--- src/core/rtb_map.vh ---
`ifndef RTB_MAP_VH
`define RTB_MAP_VH

// stage preset values
`define RTB_PRE_CHAR        4'h9
`define RTB_PRE_HALF        4'hE
`define RTB_PRE_THIRD       4'hB
`define RTB_PRE_LINE        4'h6
`define RTB_PRE_GROUP       4'h6
`define RTB_PRE_FRLOW       4'hE
`define RTB_PRE_FRHIGH60    4'h3
`define RTB_PRE_FRHIGH50    4'h2
`define RTB_FRHIGH50_HIT    4'h1

// horizontal zone edges, in third-stage carries within a line
`define RTB_HZ_ON           4'h8
`define RTB_HZ_OFF_ALPHA    4'hE
`define RTB_HZ_OFF_GRAPH    4'hD

// vertical zone, in scan lines after vertical sync
`define RTB_VZ_START        9'h014
`define RTB_VZ_LINES        9'h0C8

// last break tally value per burst
`define RTB_BRK_LAST32      6'h1F
`define RTB_BRK_LAST64      6'h3F

// synchronised pin vector positions
`define RTB_PIN_EXTCLK      0
`define RTB_PIN_OSCINH      1
`define RTB_PIN_RVSYNC      2
`define RTB_PIN_INIT        3
`define RTB_PIN_TP1         4
`define RTB_PIN_TP3         5
`define RTB_PIN_TP4         6
`define RTB_PIN_INTSTB      7
`define RTB_PIN_IOTLOAD     8
`define RTB_PIN_IOTGO       9
`define RTB_PIN_GRANT       10
`define RTB_PIN_MODE64      11
`define RTB_PIN_GRAPH       12
`define RTB_PIN_FIFTY       13
`define RTB_PIN_COUNT       14

`define RTB_DATA_W          12
`define RTB_EXT_LSB         6
`define RTB_EXT_MSB         8

`endif

--- src/core/rtb_pin_sync.v ---
`timescale 1ns/1ps
module rtb_pin_sync #(
    parameter W = 1
) (
    clk,
    rst,
    pinIn,
    level,
    rise
);
    input  wire         clk;
    input  wire         rst;
    input  wire [W-1:0] pinIn;
    output wire [W-1:0] level;
    output wire [W-1:0] rise;

    genvar i;
    generate
        for (i = 0; i < W; i = i + 1) begin : gBit
            reg ff1_r;
            reg ff2_r;
            reg ff3_r;
            always @(posedge clk) begin
                if (rst) begin
                    ff1_r <= 1'b0;
                    ff2_r <= 1'b0;
                    ff3_r <= 1'b0;
                end else begin
                    ff1_r <= pinIn[i];
                    ff2_r <= ff1_r;
                    ff3_r <= ff2_r;
                end
            end
            assign level[i] = ff2_r;
            assign rise[i]  = ff2_r & ~ff3_r;
        end
    endgenerate
endmodule

--- src/core/rtb_stage4.v ---
`timescale 1ns/1ps
module rtb_stage4 (
    clk,
    rst,
    tick,
    count_enable_p,
    count_enable_t,
    load,
    preset,
    q,
    carry
);
    input  wire       clk;
    input  wire       rst;
    input  wire       tick;
    input  wire       count_enable_p;
    input  wire       count_enable_t;
    input  wire       load;
    input  wire [3:0] preset;
    output wire [3:0] q;
    output wire       carry;

    reg [3:0] q_r;

    // carry only at all ones with both enables
    assign carry = (q_r == 4'hF) & count_enable_p & count_enable_t;
    assign q     = q_r;

    always @(posedge clk) begin
        if (rst) begin
            q_r <= 4'h0;
        end else if (tick) begin
            if (load) begin
                q_r <= preset;
            end else if (count_enable_p & count_enable_t) begin
                q_r <= q_r + 4'h1;
            end
        end
    end
endmodule

--- src/core/rtb_top.v ---
`timescale 1ns/1ps
`include "rtb_map.vh"

module rtb_top (
    clk,
    rst,
    extClkIn,
    oscInhibit,
    remoteVsyncIn_n,
    busInit,
    timePulseOne,
    timePulseThree,
    timePulseFour,
    intStrobe,
    loadStartAddressInstr,
    goDisplayInstr,
    priorityGranted,
    mode64,
    graphicMode,
    fiftyHz,
    dataIn,
    clkHalf_r,
    clkQuarter_r,
    charRate_r,
    hsync_r,
    vsync_r,
    horizontalDisplayZone_r,
    verticalDisplayZone_r,
    fiftyHzStagePreset_r,
    maintenanceGoFlag_r,
    countingFlag_r,
    breakRequestFlag_r,
    breakAddrFlagA_r,
    breakAddrFlagB_r,
    breakAddrFlagC_r,
    memoryAddressLines_r,
    extendedFieldLines_r,
    addressOe_r
);
    input  wire                  clk;
    input  wire                  rst;
    input  wire                  extClkIn;
    input  wire                  oscInhibit;
    input  wire                  remoteVsyncIn_n;
    input  wire                  busInit;
    input  wire                  timePulseOne;
    input  wire                  timePulseThree;
    input  wire                  timePulseFour;
    input  wire                  intStrobe;
    input  wire                  loadStartAddressInstr;
    input  wire                  goDisplayInstr;
    input  wire                  priorityGranted;
    input  wire                  mode64;
    input  wire                  graphicMode;
    input  wire                  fiftyHz;
    input  wire [`RTB_DATA_W-1:0] dataIn;
    output reg                   clkHalf_r;
    output reg                   clkQuarter_r;
    output reg                   charRate_r;
    output reg                   hsync_r;
    output reg                   vsync_r;
    output reg                   horizontalDisplayZone_r;
    output reg                   verticalDisplayZone_r;
    output reg                   fiftyHzStagePreset_r;
    output reg                   maintenanceGoFlag_r;
    output reg                   countingFlag_r;
    output reg                   breakRequestFlag_r;
    output reg                   breakAddrFlagA_r;
    output reg                   breakAddrFlagB_r;
    output reg                   breakAddrFlagC_r;
    output reg [11:0]            memoryAddressLines_r;
    output reg [2:0]             extendedFieldLines_r;
    output reg                   addressOe_r;

    ////////////////////////////////////////////////////////////////////////
    // pin synchronisers
    wire [`RTB_PIN_COUNT-1:0] pinRaw;
    wire [`RTB_PIN_COUNT-1:0] pinLvl;
    wire [`RTB_PIN_COUNT-1:0] pinRise;
    wire [`RTB_DATA_W-1:0]    dataLvl;

    assign pinRaw = {fiftyHz, graphicMode, mode64, priorityGranted, goDisplayInstr,
                     loadStartAddressInstr, intStrobe, timePulseFour, timePulseThree,
                     timePulseOne, busInit, ~remoteVsyncIn_n, oscInhibit, extClkIn};

    rtb_pin_sync #(.W(`RTB_PIN_COUNT)) uPinSync (
        .clk   (clk),
        .rst   (rst),
        .pinIn (pinRaw),
        .level (pinLvl),
        .rise  (pinRise)
    );

    rtb_pin_sync #(.W(`RTB_DATA_W)) uDataSync (
        .clk   (clk),
        .rst   (rst),
        .pinIn (dataIn),
        .level (dataLvl),
        .rise  ()
    );

    wire initLvl     = pinLvl[`RTB_PIN_INIT];
    wire remoteSync  = pinLvl[`RTB_PIN_RVSYNC];
    wire tp1         = pinRise[`RTB_PIN_TP1];
    wire tp3         = pinRise[`RTB_PIN_TP3];
    wire tp4         = pinRise[`RTB_PIN_TP4];
    wire intStb      = pinRise[`RTB_PIN_INTSTB];
    wire iotLoad     = pinLvl[`RTB_PIN_IOTLOAD];
    wire iotGo       = pinLvl[`RTB_PIN_IOTGO];
    wire granted     = pinLvl[`RTB_PIN_GRANT];
    wire wide64      = pinLvl[`RTB_PIN_MODE64];
    wire graph       = pinLvl[`RTB_PIN_GRAPH];
    wire fifty       = pinLvl[`RTB_PIN_FIFTY];

    ////////////////////////////////////////////////////////////////////////
    // clock pulse generator
    // internal oscillator ticks every clk; test mode uses injected edges
    wire baseTick = pinLvl[`RTB_PIN_OSCINH] ? pinRise[`RTB_PIN_EXTCLK] : 1'b1;
    wire halfTick;
    wire quarterTick;
    reg  div2_r;
    reg  div4_r;

    assign halfTick    = baseTick & div2_r;
    assign quarterTick = halfTick & div4_r;

    always @(posedge clk) begin
        if (rst) begin
            div2_r       <= 1'b0;
            div4_r       <= 1'b0;
            clkHalf_r    <= 1'b0;
            clkQuarter_r <= 1'b0;
        end else begin
            if (baseTick) begin
                div2_r    <= ~div2_r;
                clkHalf_r <= ~div2_r;
            end
            if (halfTick) begin
                div4_r       <= ~div4_r;
                clkQuarter_r <= ~div4_r;
            end
        end
    end

    // faster phase for 64 characters per line
    wire stageTick = wide64 ? halfTick : quarterTick;

    ////////////////////////////////////////////////////////////////////////
    // divider chain
    wire [3:0] qChar;
    wire [3:0] qHalf;
    wire [3:0] qThird;
    wire [3:0] qLine;
    wire [3:0] qGroup;
    wire [3:0] qFrLow;
    wire [3:0] qFrHigh;
    wire       cChar;
    wire       cHalf;
    wire       cThird;
    wire       cLine;
    wire       cGroup;
    wire       cFrLow;
    wire       cFrHigh;
    wire       fiftyHit;
    wire       frontLoad;
    wire       backLoad;

    assign fiftyHit  = fifty & (qFrHigh == `RTB_FRHIGH50_HIT) & qGroup[3] & qFrLow[0]
                       & cLine;
    assign frontLoad = remoteSync | initLvl;
    assign backLoad  = remoteSync | fiftyHit;

    rtb_stage4 uCharRateStage (
        .clk    (clk),
        .rst    (rst),
        .tick   (stageTick),
        .count_enable_p    (1'b1),
        .count_enable_t    (1'b1),
        .load   (cChar | frontLoad),
        .preset (`RTB_PRE_CHAR),
        .q      (qChar),
        .carry  (cChar)
    );

    rtb_stage4 uHalvingStage (
        .clk    (clk),
        .rst    (rst),
        .tick   (stageTick),
        .count_enable_p    (1'b1),
        .count_enable_t    (cChar & wide64),
        .load   (cHalf | frontLoad),
        .preset (`RTB_PRE_HALF),
        .q      (qHalf),
        .carry  (cHalf)
    );

    rtb_stage4 uThirdDividerStage (
        .clk    (clk),
        .rst    (rst),
        .tick   (stageTick),
        .count_enable_p    (1'b1),
        .count_enable_t    (wide64 ? cHalf : cChar),
        .load   (cThird | frontLoad),
        .preset (`RTB_PRE_THIRD),
        .q      (qThird),
        .carry  (cThird)
    );

    rtb_stage4 uLineStage (
        .clk    (clk),
        .rst    (rst),
        .tick   (stageTick),
        .count_enable_p    (1'b1),
        .count_enable_t    (cThird),
        .load   (cLine | backLoad),
        .preset (`RTB_PRE_LINE),
        .q      (qLine),
        .carry  (cLine)
    );

    rtb_stage4 uLineGroupStage (
        .clk    (clk),
        .rst    (rst),
        .tick   (stageTick),
        .count_enable_p    (1'b1),
        .count_enable_t    (cLine),
        .load   (cGroup | backLoad),
        .preset (`RTB_PRE_GROUP),
        .q      (qGroup),
        .carry  (cGroup)
    );

    rtb_stage4 uFrameStageLow (
        .clk    (clk),
        .rst    (rst),
        .tick   (stageTick),
        .count_enable_p    (1'b1),
        .count_enable_t    (cGroup),
        .load   (cFrLow | backLoad),
        .preset (`RTB_PRE_FRLOW),
        .q      (qFrLow),
        .carry  (cFrLow)
    );

    // in 50 Hz the top stage reloads only through the preset line or remote sync
    rtb_stage4 uFrameStageHigh (
        .clk    (clk),
        .rst    (rst),
        .tick   (stageTick),
        .count_enable_p    (1'b1),
        .count_enable_t    (cFrLow),
        .load   ((cFrHigh & ~fifty) | backLoad),
        .preset (fifty ? `RTB_PRE_FRHIGH50 : `RTB_PRE_FRHIGH60),
        .q      (qFrHigh),
        .carry  (cFrHigh)
    );

    wire lineEvt  = stageTick & cLine;
    wire vsyncEvt = stageTick & (fifty ? fiftyHit : cFrHigh);

    ////////////////////////////////////////////////////////////////////////
    // sync and zone flops
    reg  [8:0] lineCnt_r;
    wire [8:0] vzEnd = `RTB_VZ_START + `RTB_VZ_LINES;
    wire [3:0] hzOff = graph ? `RTB_HZ_OFF_GRAPH : `RTB_HZ_OFF_ALPHA;

    always @(posedge clk) begin
        if (rst) begin
            charRate_r              <= 1'b0;
            hsync_r                 <= 1'b0;
            vsync_r                 <= 1'b0;
            fiftyHzStagePreset_r    <= 1'b0;
            lineCnt_r               <= 9'h000;
            verticalDisplayZone_r   <= 1'b0;
            horizontalDisplayZone_r <= 1'b0;
        end else begin
            if (stageTick) begin
                charRate_r <= qChar[0];
            end
            hsync_r              <= lineEvt;
            vsync_r              <= vsyncEvt;
            fiftyHzStagePreset_r <= stageTick & fiftyHit;
            if (vsyncEvt) begin
                lineCnt_r             <= 9'h000;
                verticalDisplayZone_r <= 1'b0;
            end else if (lineEvt) begin
                lineCnt_r <= lineCnt_r + 9'h001;
                // zone edges on line boundaries give exactly 200 lines
                if (lineCnt_r == `RTB_VZ_START) begin
                    verticalDisplayZone_r <= 1'b1;
                end else if (lineCnt_r == vzEnd) begin
                    verticalDisplayZone_r <= 1'b0;
                end
            end
            if (lineEvt) begin
                horizontalDisplayZone_r <= 1'b0;
            end else if (stageTick & cThird) begin
                if ((qLine == `RTB_HZ_ON) & verticalDisplayZone_r) begin
                    horizontalDisplayZone_r <= 1'b1;
                end else if (qLine == hzOff) begin
                    horizontalDisplayZone_r <= 1'b0;
                end
            end
        end
    end

    ////////////////////////////////////////////////////////////////////////
    // start address registers and refresh counter
    reg  [11:0] refreshStartAddress_r;
    reg  [2:0]  refreshExtendedField_r;
    reg  [14:0] refreshCounter_r;
    wire        captureStartAddr = iotLoad & tp3;
    wire        captureExtField  = iotGo & tp3;
    wire        loadRefreshCounter = vsyncEvt & ~maintenanceGoFlag_r;
    wire        incrementRefreshCounter = tp4 & breakAddrFlagB_r & breakAddrFlagC_r;

    always @(posedge clk) begin
        if (rst) begin
            refreshStartAddress_r  <= 12'h000;
            refreshExtendedField_r <= 3'h0;
            refreshCounter_r       <= 15'h0000;
            maintenanceGoFlag_r    <= 1'b1;
        end else begin
            if (captureStartAddr) begin
                refreshStartAddress_r <= dataLvl;
            end
            if (captureExtField) begin
                refreshExtendedField_r <= dataLvl[`RTB_EXT_MSB:`RTB_EXT_LSB];
            end
            if (initLvl) begin
                maintenanceGoFlag_r <= 1'b1;
            end else if (captureExtField) begin
                maintenanceGoFlag_r <= 1'b0;
            end
            if (loadRefreshCounter) begin
                refreshCounter_r <= {refreshExtendedField_r, refreshStartAddress_r};
            end else if (incrementRefreshCounter) begin
                refreshCounter_r <= refreshCounter_r + 15'h0001;
            end
        end
    end

    ////////////////////////////////////////////////////////////////////////
    // break burst trigger and tally
    reg        goAfterVsync_r;
    reg  [3:0] breakCounter_r;
    reg  [1:0] rowFlags_r;
    wire       burstAlpha = ~graph & cGroup;
    wire       burstGraph = graph & qGroup[0];
    wire       breakBurstTrigger = lineEvt & verticalDisplayZone_r & goAfterVsync_r
                                   & (burstAlpha | burstGraph);
    wire       breakTallyPulse = tp1 & breakAddrFlagA_r;
    wire [5:0] tallyNow = {rowFlags_r, breakCounter_r};
    wire [5:0] tallyLast = (wide64 & ~graph) ? `RTB_BRK_LAST64 : `RTB_BRK_LAST32;
    wire       tallyDone = breakTallyPulse & (tallyNow == tallyLast);

    always @(posedge clk) begin
        if (rst) begin
            goAfterVsync_r <= 1'b0;
            breakCounter_r <= 4'h0;
            rowFlags_r     <= 2'h0;
            countingFlag_r <= 1'b0;
        end else begin
            if (initLvl) begin
                goAfterVsync_r <= 1'b0;
            end else if (vsyncEvt) begin
                goAfterVsync_r <= ~maintenanceGoFlag_r;
            end
            if (vsyncEvt | initLvl) begin
                breakCounter_r <= 4'h0;
                rowFlags_r     <= 2'h0;
            end else if (breakTallyPulse) begin
                {rowFlags_r, breakCounter_r} <= tallyNow + 6'h01;
            end
            if (initLvl | vsyncEvt) begin
                countingFlag_r <= 1'b0;
            end else if (breakBurstTrigger) begin
                countingFlag_r <= 1'b1;
            end else if (tallyDone) begin
                countingFlag_r <= 1'b0;
            end
        end
    end

    ////////////////////////////////////////////////////////////////////////
    // break request and address flags
    always @(posedge clk) begin
        if (rst) begin
            breakRequestFlag_r <= 1'b0;
            breakAddrFlagA_r   <= 1'b0;
            breakAddrFlagB_r   <= 1'b0;
            breakAddrFlagC_r   <= 1'b0;
        end else if (initLvl) begin
            breakRequestFlag_r <= 1'b0;
            breakAddrFlagA_r   <= 1'b0;
            breakAddrFlagB_r   <= 1'b0;
            breakAddrFlagC_r   <= 1'b0;
        end else begin
            if (intStb) begin
                breakRequestFlag_r <= countingFlag_r & ~maintenanceGoFlag_r;
            end
            if (tp4) begin
                breakAddrFlagA_r <= breakRequestFlag_r & granted;
                breakAddrFlagB_r <= breakRequestFlag_r & granted;
                breakAddrFlagC_r <= 1'b0;
            end else if (tp1 & breakAddrFlagA_r) begin
                breakAddrFlagC_r <= 1'b1;
            end
        end
    end

    ////////////////////////////////////////////////////////////////////////
    // address line drivers
    wire driveAddr = breakAddrFlagA_r & breakAddrFlagB_r;

    always @(posedge clk) begin
        if (rst) begin
            memoryAddressLines_r <= 12'h000;
            extendedFieldLines_r <= 3'h0;
            addressOe_r          <= 1'b0;
        end else begin
            addressOe_r          <= driveAddr;
            memoryAddressLines_r <= driveAddr ? refreshCounter_r[11:0] : 12'h000;
            extendedFieldLines_r <= driveAddr ? refreshCounter_r[14:12] : 3'h0;
        end
    end
endmodule

--- config.mk ---
export PLATFORM = sky130hd
export DESIGN_NAME = rtb_top
export DESIGN_NICKNAME = d
export VERILOG_FILES = /design/src/core/rtb_pin_sync.v /design/src/core/rtb_stage4.v /design/src/core/rtb_top.v
export VERILOG_INCLUDE_DIRS = /design/src /design/src/core
export SDC_FILE = /design/constraint.sdc
export NUM_CORES = 1
export LEC_CHECK = 0
export BUFFER_PORTS_ARGS = -buffer_cell sky130_fd_sc_hd__buf_2
export CAP_MARGIN = 15
export CORE_MARGIN = 2
export CORE_UTILIZATION = 63
export CTS_CLUSTER_DIAMETER = 50
export DETAILED_ROUTE_END_ITERATION = 12
export PLACE_DENSITY_LB_ADDON = 0.15
export SYNTH_ARGS = -nofsm -noshare
export SYNTH_HDL_FRONTEND = slang
export SYNTH_SLANG_ARGS = --single-unit
--- constraint.sdc ---
create_clock -name clk -period 5.68 [get_ports clk]
set_clock_uncertainty 0.2 [all_clocks]
set_input_delay 0.568 -clock clk [delete_from_list [all_inputs] [get_ports clk]]
set_output_delay 0.568 -clock clk [all_outputs]
set_load 0.005 [all_outputs]
==> metrics.txt, run 1 <==
fin crit share=45.7%; endpoints failing hold=0; syn nets=689; Crit. End Element=register; Comb pwr share=3.4%; sequential share of power=50.4%; switching share of power=22.7%; ys async rst share=0%; initial core utilization=64.4%; Setup Buffers After CTS=0; yosys warns=0; final setup TNS=0 ns; Startpoint Class=register; n_diodes=0; worst path arrival time=2.78 ns; Yosys top cell by area=dfxtp_1; placer congestion estimate=0.885; Worst R2R Setup Slack=3.08 ns; post-route ant nets=0; Worst Path Max Fanout=6; Rel. slew slack=46.5%; number of remaining DRC errors=0; IO Port Bufs=57; RSZ-0062 raised after global routing=false; Hold Slack=0.0360 ns; Pwr Total=2.30 mW; CP delay by family, top=compound AO/OA/AOI/OAI gates; ratio of cells with drive above 1 in the final layout=14.0%; routed vias/inst=5.51; core outline area=9680 um2; Starting DRT DRC Count=230; worst reg2reg path endpoint=uLineGroupStage.q[1]; CP peak stage delay=0.74 ns; Worst Max-Slew Pin Slew=0.782 ns; fin nets=736; Buffers & Inverters on Critical Path=0; CP cell instances=ha_1 > nand3_1 > a2111oi_0 > o21a_1 > mux2i_1 > a21oi_1; final WL=12400 um; die area=10700 um2; fin crit period=2.60 ns; die height=103 um; IO Pins=58; clock tree buffer depth=2; worst-case reg-to-reg path depth=6; Yosys cell types=54; Worst-Skew Late Latency=0.54 ns; Power Dens Cells=322 nW/um2; Internal Pwr Total=1.78 mW; wire length per cell=14.8 um; Worst VDD drop=326 uV; Seq/Total Area, Yosys=51.4%; CTS root buffer=clkbuf_8; worst hold path class=in2reg; CTS H-tree lvls=4; DR pass1 iterations=5; Post-synth EDFFs=0; Primary FF master, synth=dfxtp_1; vias in the first global route=4363; outcome=completed; first-pass GRT wire length=20100 um; gr usage total=24.5%; post-synth top area share=51.4%; CTS buffer count=17; Mapped Avg Cell Area=9.62 um2; hold_buf cts=1; # setup viols final=0; post-CTS sizing=0; hold path endpoint=uPinSync.gBit[3].ff1_r; Worst Path Required=5.87 ns; grt ovf=0; clock share of power=46.2%; CTS Sinks=160; f_max=385 MHz; largest net degree at the start of global routing=77; Die W=103 um; critical path's slowest cell=a2111oi_0; worst r2r src=uLineStage.q[0]; vias=4638; area grow syn2layout=14.9%; Mapped Area=6230 um2; hold depth=2; initial antenna violation count=0; crit path kind=reg2reg; Mapped Cells=648; reported net switching power=0.524 mW; Slew Viols, Final=0; dpl hpwl=8380 um; largest cells by area after synthesis=dfxtp_1 (51%), nor2b_1 (6.3%), nor2_1 (3.4%), mux2i_1 (2.9%), a211oi_1 (2.6%); Clock transition at path regs=0.07 ns; TritonCTS clock tree=done; hold_sp=busInit; Site Rows=36; filler cell count=704; P_leak=2.90 nW; Synth Register Bits=160; Max Cap Viol=0
==> flip-flops by register name (all words and copies together), names as in the netlist, 9 cells and up <==
register,cells
uPinSync.gBit.ff2_r,14
uDataSync.gBit.ff2_r,12
uPinSync.gBit.ff1_r,14
lineCnt_r,9
refreshStartAddress_r,12
refreshCounter_r,15
uDataSync.gBit.ff1_r,12
memoryAddressLines_r,12
==> power groups by stage <==
stage / Clock [mW] / Combinational (mW) / Sequential [mW]
6_report: 1.07 / 0.0774 / 1.16
5_1_grt: 1.13 / 0.0866 / 1.16
4_1_cts: 1.08 / 0.0777 / 1.16
3_5_place_dp: 0 / 0.0766 / 1.19
3_3_place_gp: 0 / 0.0744 / 1.19
2_1_floorplan: 0 / 0.0568 / 1.18
==> synth_stat cells (3+ instances only) <==
cell type,count
dfxtp_1,160
nor2b_1,63
nor2_1,56
nand2_1,36
a21oi_1,32
nand3_1,24
clkbuf_1,23
a211oi_1,22
nor3_1,19
mux2i_1,18
xor2_1,18
and2_1,17
ha_1,13
inv_1,13
xnor2_1,12
and3_1,9
and4_1,9
nand4_1,8
o21ai_0,8
o31ai_1,8
buf_2,7
nor4_1,6
o211ai_1,6
a311oi_1,5
nand2b_1,5
or3_1,5
or4_1,5
o21a_1,4
a21o_1,3
nand4b_1,3
==> layout by cell type, fill, tap and decap left out, drive strengths merged, types with 6 or more instances in the layout <==
cell / netlist / final
a211oi: 23 / 23
a21oi: 33 / 33
and2: 17 / 17
and3: 9 / 9
and4: 9 / 9
buf: 10 / 60
clkbuf: 23 / 19
dfxtp: 160 / 160
ha: 13 / 13
inv: 13 / 17
mux2i: 18 / 18
nand2: 36 / 36
nand3: 25 / 25
nand4: 9 / 9
nor2: 56 / 56
nor2b: 63 / 63
nor3: 19 / 19
nor4: 6 / 6
o211ai: 6 / 6
o21ai: 9 / 9
o31ai: 8 / 8
xnor2: 12 / 12
xor2: 18 / 18
==> cells by family (layout without fill, tap and decap cells) <==
group                      after synthesis  after routing  synth area share [%]
adders and majority gates               13             13                  2.61
buffers and inverters                   46            106                  2.97
and+or+nand+nor                        274            274                  24.1
xor gates and xnor gates                30             30                  4.22
AOI/OAI and AO/OA                      106            106                  11.7
DFF                                    160            160                  51.4
muxes                                   19             19                  3.07
==> metrics by stage <==
| step | utilization [%] | worst slack (ns) | std cells | cell area, um2 |
|---|---|---|---|---|
| floorplan | - | 3.49 | 648 | 6230 |
| global route | 73.9 | 2.86 | 841 | 7160 |
| global placement | 67.9 | 2.95 | 807 | 6570 |
| detailed placement | 67.9 | 2.77 | 807 | 6570 |
| CTS | 73.8 | 2.70 | 840 | 7150 |
| finish | 73.9 | 3.08 | 841 | 7160 |
==> worst max-delay path by stage <==
stage	start	to	slack, ns	cells after the start
after CTS	uLineStage.q[0]	refreshCounter_r[11]	2.70	6
after global placement	uLineStage.q[0]	refreshCounter_r[9]	2.95	6
after global routing	uLineStage.q[0]	uLineGroupStage.q[1]	2.86	6
after detailed placement	uCharRateStage.q[0]	goAfterVsync_r	2.77	5
final	uLineStage.q[0]	uLineGroupStage.q[1]	3.08	6
after floorplan	uCharRateStage.q[0]	lineCnt_r[7]	3.49	6
==> metal layers <==
metal	global-route usage, %	up-vias	share of wire [%]
li1	-	2368	-
met4	9.21	0	1.4
met2	42.4	98	51
met3	7.12	20	3.8
met1	28.7	2152	44
met5	0	-	0
==> cell type report <==
type                    count  area [um2]  area share, %
well taps                 133         166           2.32
clock inverters            13         131           1.83
repair buffers             61         328           4.58
inverters                  13        48.8          0.681
multi-input cells         442        2850           39.8
flip-flops and latches    160        3200           44.7
clock buffers              19         432           6.03
(Power assumes the default switching activity.)
==> inputs of run 2 (changes only) <==
- ABC_AREA: not set -> 1
- CORE_UTILIZATION: 63 -> 59
- clock period: 5.68 -> 2.5 ns (I/O delays scaled with it)
==> run 2 against run 1 <==
Compared with the run above: global-route usage decreased by 0.13 points; area after synthesis up 3.8%; sequential share of layout area down 3.2 points; critical endpoint is now refreshCounter_r[7]; worst setup slack got worse by 2.9 ns; non-clock buffer count increased by 30; first-iteration DRC count grew 30%; die area increased by 10%; critical path type unchanged; routed wire length is 8.2% higher; register-to-register slack got worse by 2.9 ns; critical path depth grew 5; highest routed layer unchanged.
==> metrics.txt, run 2 <==
Final Util=71.7% (-2.2 points); IO Port Bufs=57 (unchanged); Synth Register Bits=160 (unchanged); placer congestion estimate=0.810 (-8.4%); Regs by FF count=refreshCounter_r: 15 flops, uPinSync.gBit.ff1_r: 14 flops, uPinSync.gBit.ff2_r: 14 flops; Worst Path Max Fanout=19 (+13); Yosys cell types=43 (-20%); critical path's slowest cell=dfxtp_1; RSZ-0062 raised after global routing=true; initial antenna violation count=0 (unchanged); routed vias/inst=5.14 (-6.8%); wire length per cell=12.5 um (-15%); f_max=428 MHz (+11%); Top reg by flops=refreshCounter_r; dpl hpwl=8790 um (+4.8%); Crit. End Element=register; DP Worst Slack=0.127 ns (-2.64 ns); Die W=109 um (+5.1%); Post-synth EDFFs=0 (unchanged); Rel. slew slack=45.5% (-1.0 points); syn nets=877 (+27%); Pwr Total=5.27 mW (+130%); CP peak stage delay=0.38 ns (-0.36 ns); worst setup margin=0.165 ns (-2.92 ns); Startpoint Class=register; fin crit share=93.4% (+48 points); # setup viols final=0 (unchanged); core outline area=10700 um2 (+11%); final WL=13400 um (+8.2%); Yosys top cell by area=dfxtp_1; vias in the first global route=5050 (+16%); crit path kind=reg2reg; Primary FF master, synth=dfxtp_1; endpoints failing hold=0 (unchanged); P_leak=3.24 nW (+12%); gr usage total=24.4% (-0.13 points); outcome=completed; fin crit period=2.33 ns (-0.261 ns); post-route ant nets=0 (unchanged); number of remaining DRC errors=0 (unchanged); Mapped Avg Cell Area=7.74 um2 (-20%); synth cell count leaders=dfxtp_1 (160), inv_1 (134), nor2_1 (124); worst hold path class=in2reg; Max Cap Viol=0 (unchanged); largest cells by area after synthesis=dfxtp_1 (50%), inv_1 (7.8%), nor2_1 (7.2%), nand2_1 (7.0%), a21oi_1 (4.8%); Worst VDD drop=640 uV (+97%); area grow syn2layout=19.1%; DR pass1 iterations=7 (+2); flip-flop count of the largest register after layout=15 (unchanged); fin cells=1072 (+27%); IO Pins=58 (unchanged); Worst-Skew Late Latency=0.53 ns (about the same); largest net degree at the start of global routing=42 (-45%); CTS root buffer=clkbuf_8; CTS buffer count=17 (unchanged); ys async rst share=0% (unchanged); Mapped Area=6470 um2 (+3.8%); TritonCTS clock tree=done; fin nets=960 (+30%); Mapped Cells=836 (+29%); Site Rows=38 (+5.6%); Worst Max-Slew Pin Slew=0.816 ns (+0.0344 ns); Slew Viols, Final=0 (unchanged); most frequent cells in the layout=dfxtp_1 (160), inv_1 (134), nor2_1 (124); initial core utilization=60.2% (-4.2 points); Setup Buffers After CTS=0 (unchanged); CTS H-tree lvls=4 (unchanged); n_diodes=0 (unchanged); Clock transition at path regs=0.07 ns (about the same); Starting DRT DRC Count=299 (+30%); yosys warns=0 (unchanged); post-synth top area share=49.5% (-1.9 points); most frequent cell after synthesis=dfxtp_1; cell count after placement=1011 (+25%); Power Dens Cells=684 nW/um2 (+110%); filler cell count=845 (+20%); most frequent CP cell=nand2_1; first-pass GRT wire length=22500 um (+12%); Worst Path Required=2.77 ns (-3.10 ns); grt ovf=0 (unchanged); clock tree buffer depth=2 (unchanged); worst path arrival time=2.60 ns (-0.18 ns); vias=5507 (+19%); die area=11800 um2 (+10%); ratio of cells with drive above 1 in the final layout=13.3% (-0.68 points); CP cell instances=ha_1 > nand2_1 > nor2_4 > nand3_4 > nor2_4 > nand2b_1 > nand2_8 > nand3_2 > nand2_1 > nand2_1 > a21oi_1; die height=109 um (+5.1%); commonest non-fill, non-tap cell in the layout=dfxtp_1; Seq/Total Area, Yosys=49.5% (-1.9 points); CTS Sinks=160 (unchanged)
-- run 2: cell types whose count changed after synthesis, moves of 9 or more --
cell	change
inv_1	+121
a211oi_1	-19
mux2i_1	-18
nand4_1	+17
o21ai_0	+29
a21oi_1	+30
nand2_1	+85
and2_1	-17
nand3_1	+16
nor2_1	+68
and4_1	-9
nor2b_1	-63
-- run 2: cells by family after synthesis --
| logic type | count (synthesis) | share of synthesized area [%] |
|---|---|---|
| adder cells (fa/ha/maj) | 13 | 2.51 |
| flip-flops | 160 | 49.5 |
| XOR/XNOR | 23 | 3.11 |
| buffers and inverters | 167 | 10.0 |
| AO/OA/AOI/OAI | 116 | 9.88 |
| AND/OR/NAND/NOR | 357 | 24.9 |
-- run 2: critical path, delay by kind of cell, from the launching register on --
family	cells	cell delay, ns
DFF	1	0.38
adders and majority gates	1	0.18
and+or+nand+nor	9	1.38
AOI/OAI and AO/OA	1	0.11
-- run 2: report_power, final --
group | leakage, nW | internal (mW) | switching [mW]
Sequential | 1.30 | 2.60 | 0.0240
Combinational | 1.65 | 0.0879 | 0.126
Clock | 0.282 | 1.36 | 1.06
-- run 2: layer usage --
| metal | GRT usage [%] | up-vias | routed length (um) |
|---|---|---|---|
| met1 | 30.2 | 2531 | 6110 |
| met2 | 41.3 | 152 | 6420 |
| met5 | 0 | - | 0 |
| met3 | 6.04 | 16 | 703 |
| met4 | 8.61 | 0 | 199 |
| li1 | - | 2808 | - |
-- run 2: layout make-up --
class	instances	area (um2)	area share, %
Clock buffer	18	428	5.55
Clock inverter	14	131	1.71
Inverter	139	522	6.77
Multi-Input combinational cell	510	2640	34.2
Sequential cell	160	3200	41.6
Tap cell	140	175	2.27
Timing Repair Buffer	91	611	7.92
-- run 2: through the flow --
stage | setup TNS (ns) | hold WS (ns) | cell area [um2]
finish | 0 | 0.197 | 7700
global route | -0.0677 | 0.189 | 7700
CTS | 0 | 0.160 | 7690
detailed placement | 0 | 0.194 | 6850
global placement | 0 | 0.191 | 6850
floorplan | 0 | 0.117 | 6470
-- run 2: timing repair --
item / CTS / global route
gates resized for setup: 0 / 1
hold buffers: 28 / 0
endpoints found under the setup margin: 0 / 15
endpoints found under the hold margin: 27 / 0
-- run 2: final timing paths --
path	start	end	slack [ns]	cells after the start
setup / recovery	uCharRateStage.q[0]	refreshCounter_r[7]	0.17	11
hold / removal	remoteVsyncIn_n	uPinSync.gBit[2].ff1_r	0.20	3
setup reg to reg	uCharRateStage.q[0]	refreshCounter_r[7]	0.17	11
hold reg to reg	uPinSync.gBit[12].ff1_r	uPinSync.gBit[12].ff2_r	0.20	2
==> inputs of run 3 (changes only) <==
==> constraint.sdc (replaced) <==
create_clock -name clk -period 2.5 [get_ports clk]
set_clock_uncertainty 0.2 [all_clocks]
set_input_delay 0.375 -clock clk [delete_from_list [all_inputs] [get_ports clk]]
set_output_delay 0.375 -clock clk [all_outputs]
set_load 0.005 [all_outputs]
==> run 3 against run 2 <==
Compared with the run above: maximum frequency rose by 0.72%; non-clock buffer count unchanged; final cell count unchanged; sequential power about the same; final area about the same; flip-flop and latch count is the same; hold slack worse by 0.10 ns; register-to-register slack better by 0.02 ns; total power increased by 0.83%; largest cell class unchanged.
==> metrics.txt, run 3 (synthesis gave the netlist of run 2 again) <==
CTS Sinks=160 (unchanged); f_max=431 MHz (+0.72%); sequential share of power=49.5% (-0.4 points); IO Port Bufs=57 (unchanged); vias=5504 (-0.054%); wire length per cell=12.8 um (+2.2%); die area=11800 um2 (unchanged); final setup TNS=0 ns (unchanged); Startpoint Class=register; Clock transition at path regs=0.07 ns (about the same); TritonCTS clock tree=done; Site Rows=38 (unchanged); hold depth=2 (-1); commonest non-fill, non-tap cell in the layout=dfxtp_1; outcome=completed; crit path kind=reg2reg; CP peak stage delay=0.39 ns (about the same); Worst Path Required=2.72 ns (-0.05 ns); most frequent cells in the layout=dfxtp_1 (160), inv_1 (134), nor2_1 (124); grt ovf=0 (unchanged); dpl hpwl=8850 um (+0.70%); most frequent CP cell=nand3_2; endpoints failing hold=0 (unchanged); first-pass GRT wire length=22600 um (+0.37%); Slew Viols, Final=0 (unchanged); RSZ-0062 raised after global routing=false; CP delay by family, top=simple AND/OR/NAND/NOR gates; CP cell instances=ha_1 > nand3_2 > nand2_2 > nand3_4 > nor2_4 > nand4_2 > nand2_4 > nand3_2 > nand3_1 > a21oi_1; critical path's slowest cell=dfxtp_1; # setup viols final=0 (unchanged); post-CTS sizing=0 (unchanged); placer congestion estimate=0.808 (-0.25%); worst hold path class=in2reg; Worst-Skew Late Latency=0.54 ns (about the same); worst path arrival time=2.54 ns (-0.06 ns); clock share of power=46.5% (+0.4 points); CTS H-tree lvls=4 (unchanged); DR pass1 iterations=5 (-2); reported net switching power=1.22 mW (+0.94%); initial antenna violation count=0 (unchanged); hold path endpoint=uPinSync.gBit[3].ff1_r; Buffers & Inverters on Critical Path=0 (unchanged); area grow syn2layout=19.1% (about the same); gr usage total=24.3% (about the same); worst r2r src=uHalvingStage.q[0]; worst reg2reg path endpoint=refreshCounter_r[6]; die height=109 um (unchanged); CTS buffer count=17 (unchanged); Internal Pwr Total=4.09 mW (+0.80%); largest net degree at the start of global routing=40 (-4.8%); routed vias/inst=5.13 (about the same); Regs by FF count=refreshCounter_r: 15 flops, uPinSync.gBit.ff1_r: 14 flops, uPinSync.gBit.ff2_r: 14 flops; vias in the first global route=5121 (+1.4%); Starting DRT DRC Count=351 (+17%); switching share of power=23.1% (+0.026 points); worst-case reg-to-reg path depth=10 (-1); Worst VDD drop=517 uV (-19%); core outline area=10700 um2 (unchanged); number of remaining DRC errors=0 (unchanged); Worst Path Max Fanout=19 (unchanged); final WL=13700 um (+2.2%); fin crit period=2.32 ns (-0.0166 ns); hold_sp=rst; n_diodes=0 (unchanged); flip-flop count of the largest register after layout=15 (unchanged); CTS root buffer=clkbuf_8; Setup Buffers After CTS=0 (unchanged); fin crit share=92.7% (-0.66 points); ratio of cells with drive above 1 in the final layout=13.4% (+0.11 points); post-route ant nets=0 (unchanged); Worst R2R Setup Slack=0.18 ns (+0.02 ns); initial core utilization=60.2% (unchanged); cell count after placement=1013 (+0.20%); Crit. End Element=register; Worst Max-Slew Pin Slew=0.751 ns (-0.0655 ns); Comb pwr share=4.0% (about the same); Die W=109 um (unchanged); Top reg by flops=refreshCounter_r; P_leak=3.23 nW (-0.18%); Rel. slew slack=49.8% (+4.3 points); fin cells=1072 (unchanged); clock tree buffer depth=2 (unchanged); fin nets=960 (unchanged); Max Cap Viol=0 (unchanged); IO Pins=58 (unchanged); Power Dens Cells=690 nW/um2 (+0.86%)
==> run 3: changes by cell type in the layout (fill, tap and decap cells not counted), sizes merged <==
| cell | delta |
|---|---|
| clkbuf | +2 |
| buf | +2 |
| clkinvlp | +1 |
| dlygate4sd3 | -2 |
| clkinv | -3 |
==> run 3: area by class of cell <==
type / instances / area, um2
flip-flops and latches: 160 / 3200
fillers: 816 / 3040
clock inverters: 12 / 125
multi-input cells: 510 / 2630
inverters: 139 / 522
repair buffers: 91 / 606
clock buffers: 20 / 445
well taps: 140 / 175
==> run 3: per-layer routing <==
layer / up-vias / track usage, % / wire length [um] / share of wire, %
li1: 2819 / - / - / -
met1: 2497 / 29.9 / 6200 / 45
met2: 161 / 41.1 / 6570 / 48
met3: 27 / 5.56 / 679 / 4.9
met4: 0 / 10.4 / 279 / 2.0
met5: - / 0 / 0 / 0
==> run 3: through the flow <==
stage	util, %	cell area, um2	setup slack, ns	hold WS [ns]	power [mW]
after CTS	71.6	7690	0.0886	0.0940	5.34
after floorplan	-	6470	0.546	0.188	2.80
after global placement	63.9	6860	0.239	0.192	2.85
final	71.7	7700	0.182	0.0961	5.31
after global routing	71.7	7700	0.0117	0.125	5.49
after detailed placement	63.9	6860	0.134	0.194	2.86
==> run 3: how the worst max path moves through the flow <==
stage | start | end | slack (ns) | cells after the start
floorplan | uCharRateStage.q[0] | refreshCounter_r[14] | 0.55 | 13
global placement | uCharRateStage.q[0] | refreshCounter_r[14] | 0.24 | 12
detailed placement | uCharRateStage.q[0] | refreshCounter_r[0] | 0.13 | 10
CTS | uCharRateStage.q[0] | refreshCounter_r[8] | 0.09 | 11
global route | uCharRateStage.q[0] | refreshCounter_r[6] | 0.01 | 10
finish | uHalvingStage.q[0] | refreshCounter_r[6] | 0.18 | 10
==> run 3: repair_timing <==
item	CTS	global route
endpoints found under the setup margin	0	11
hold endpoints to repair	26	0
hold buffers	26	0
==> run 3: power by group through the flow <==
stage / Clock (mW) / Sequential (mW) / Combinational [mW]
global route: 2.62 / 2.63 / 0.239
finish: 2.47 / 2.63 / 0.212
detailed placement: 0 / 2.68 / 0.175
floorplan: 0 / 2.68 / 0.119
global placement: 0 / 2.68 / 0.169
CTS: 2.51 / 2.63 / 0.209
==> run 3: worst register-to-register path, cell delays in order (launching register included) <==
cell and delay (ns):
dfxtp_1 0.39, ha_1 0.22, nand3_2 0.10, nand2_2 0.10, nand3_4 0.11, nor2_4 0.16, nand4_2 0.12, nand2_4 0.21
nand3_2 0.32, nand3_1 0.18, a21oi_1 0.08
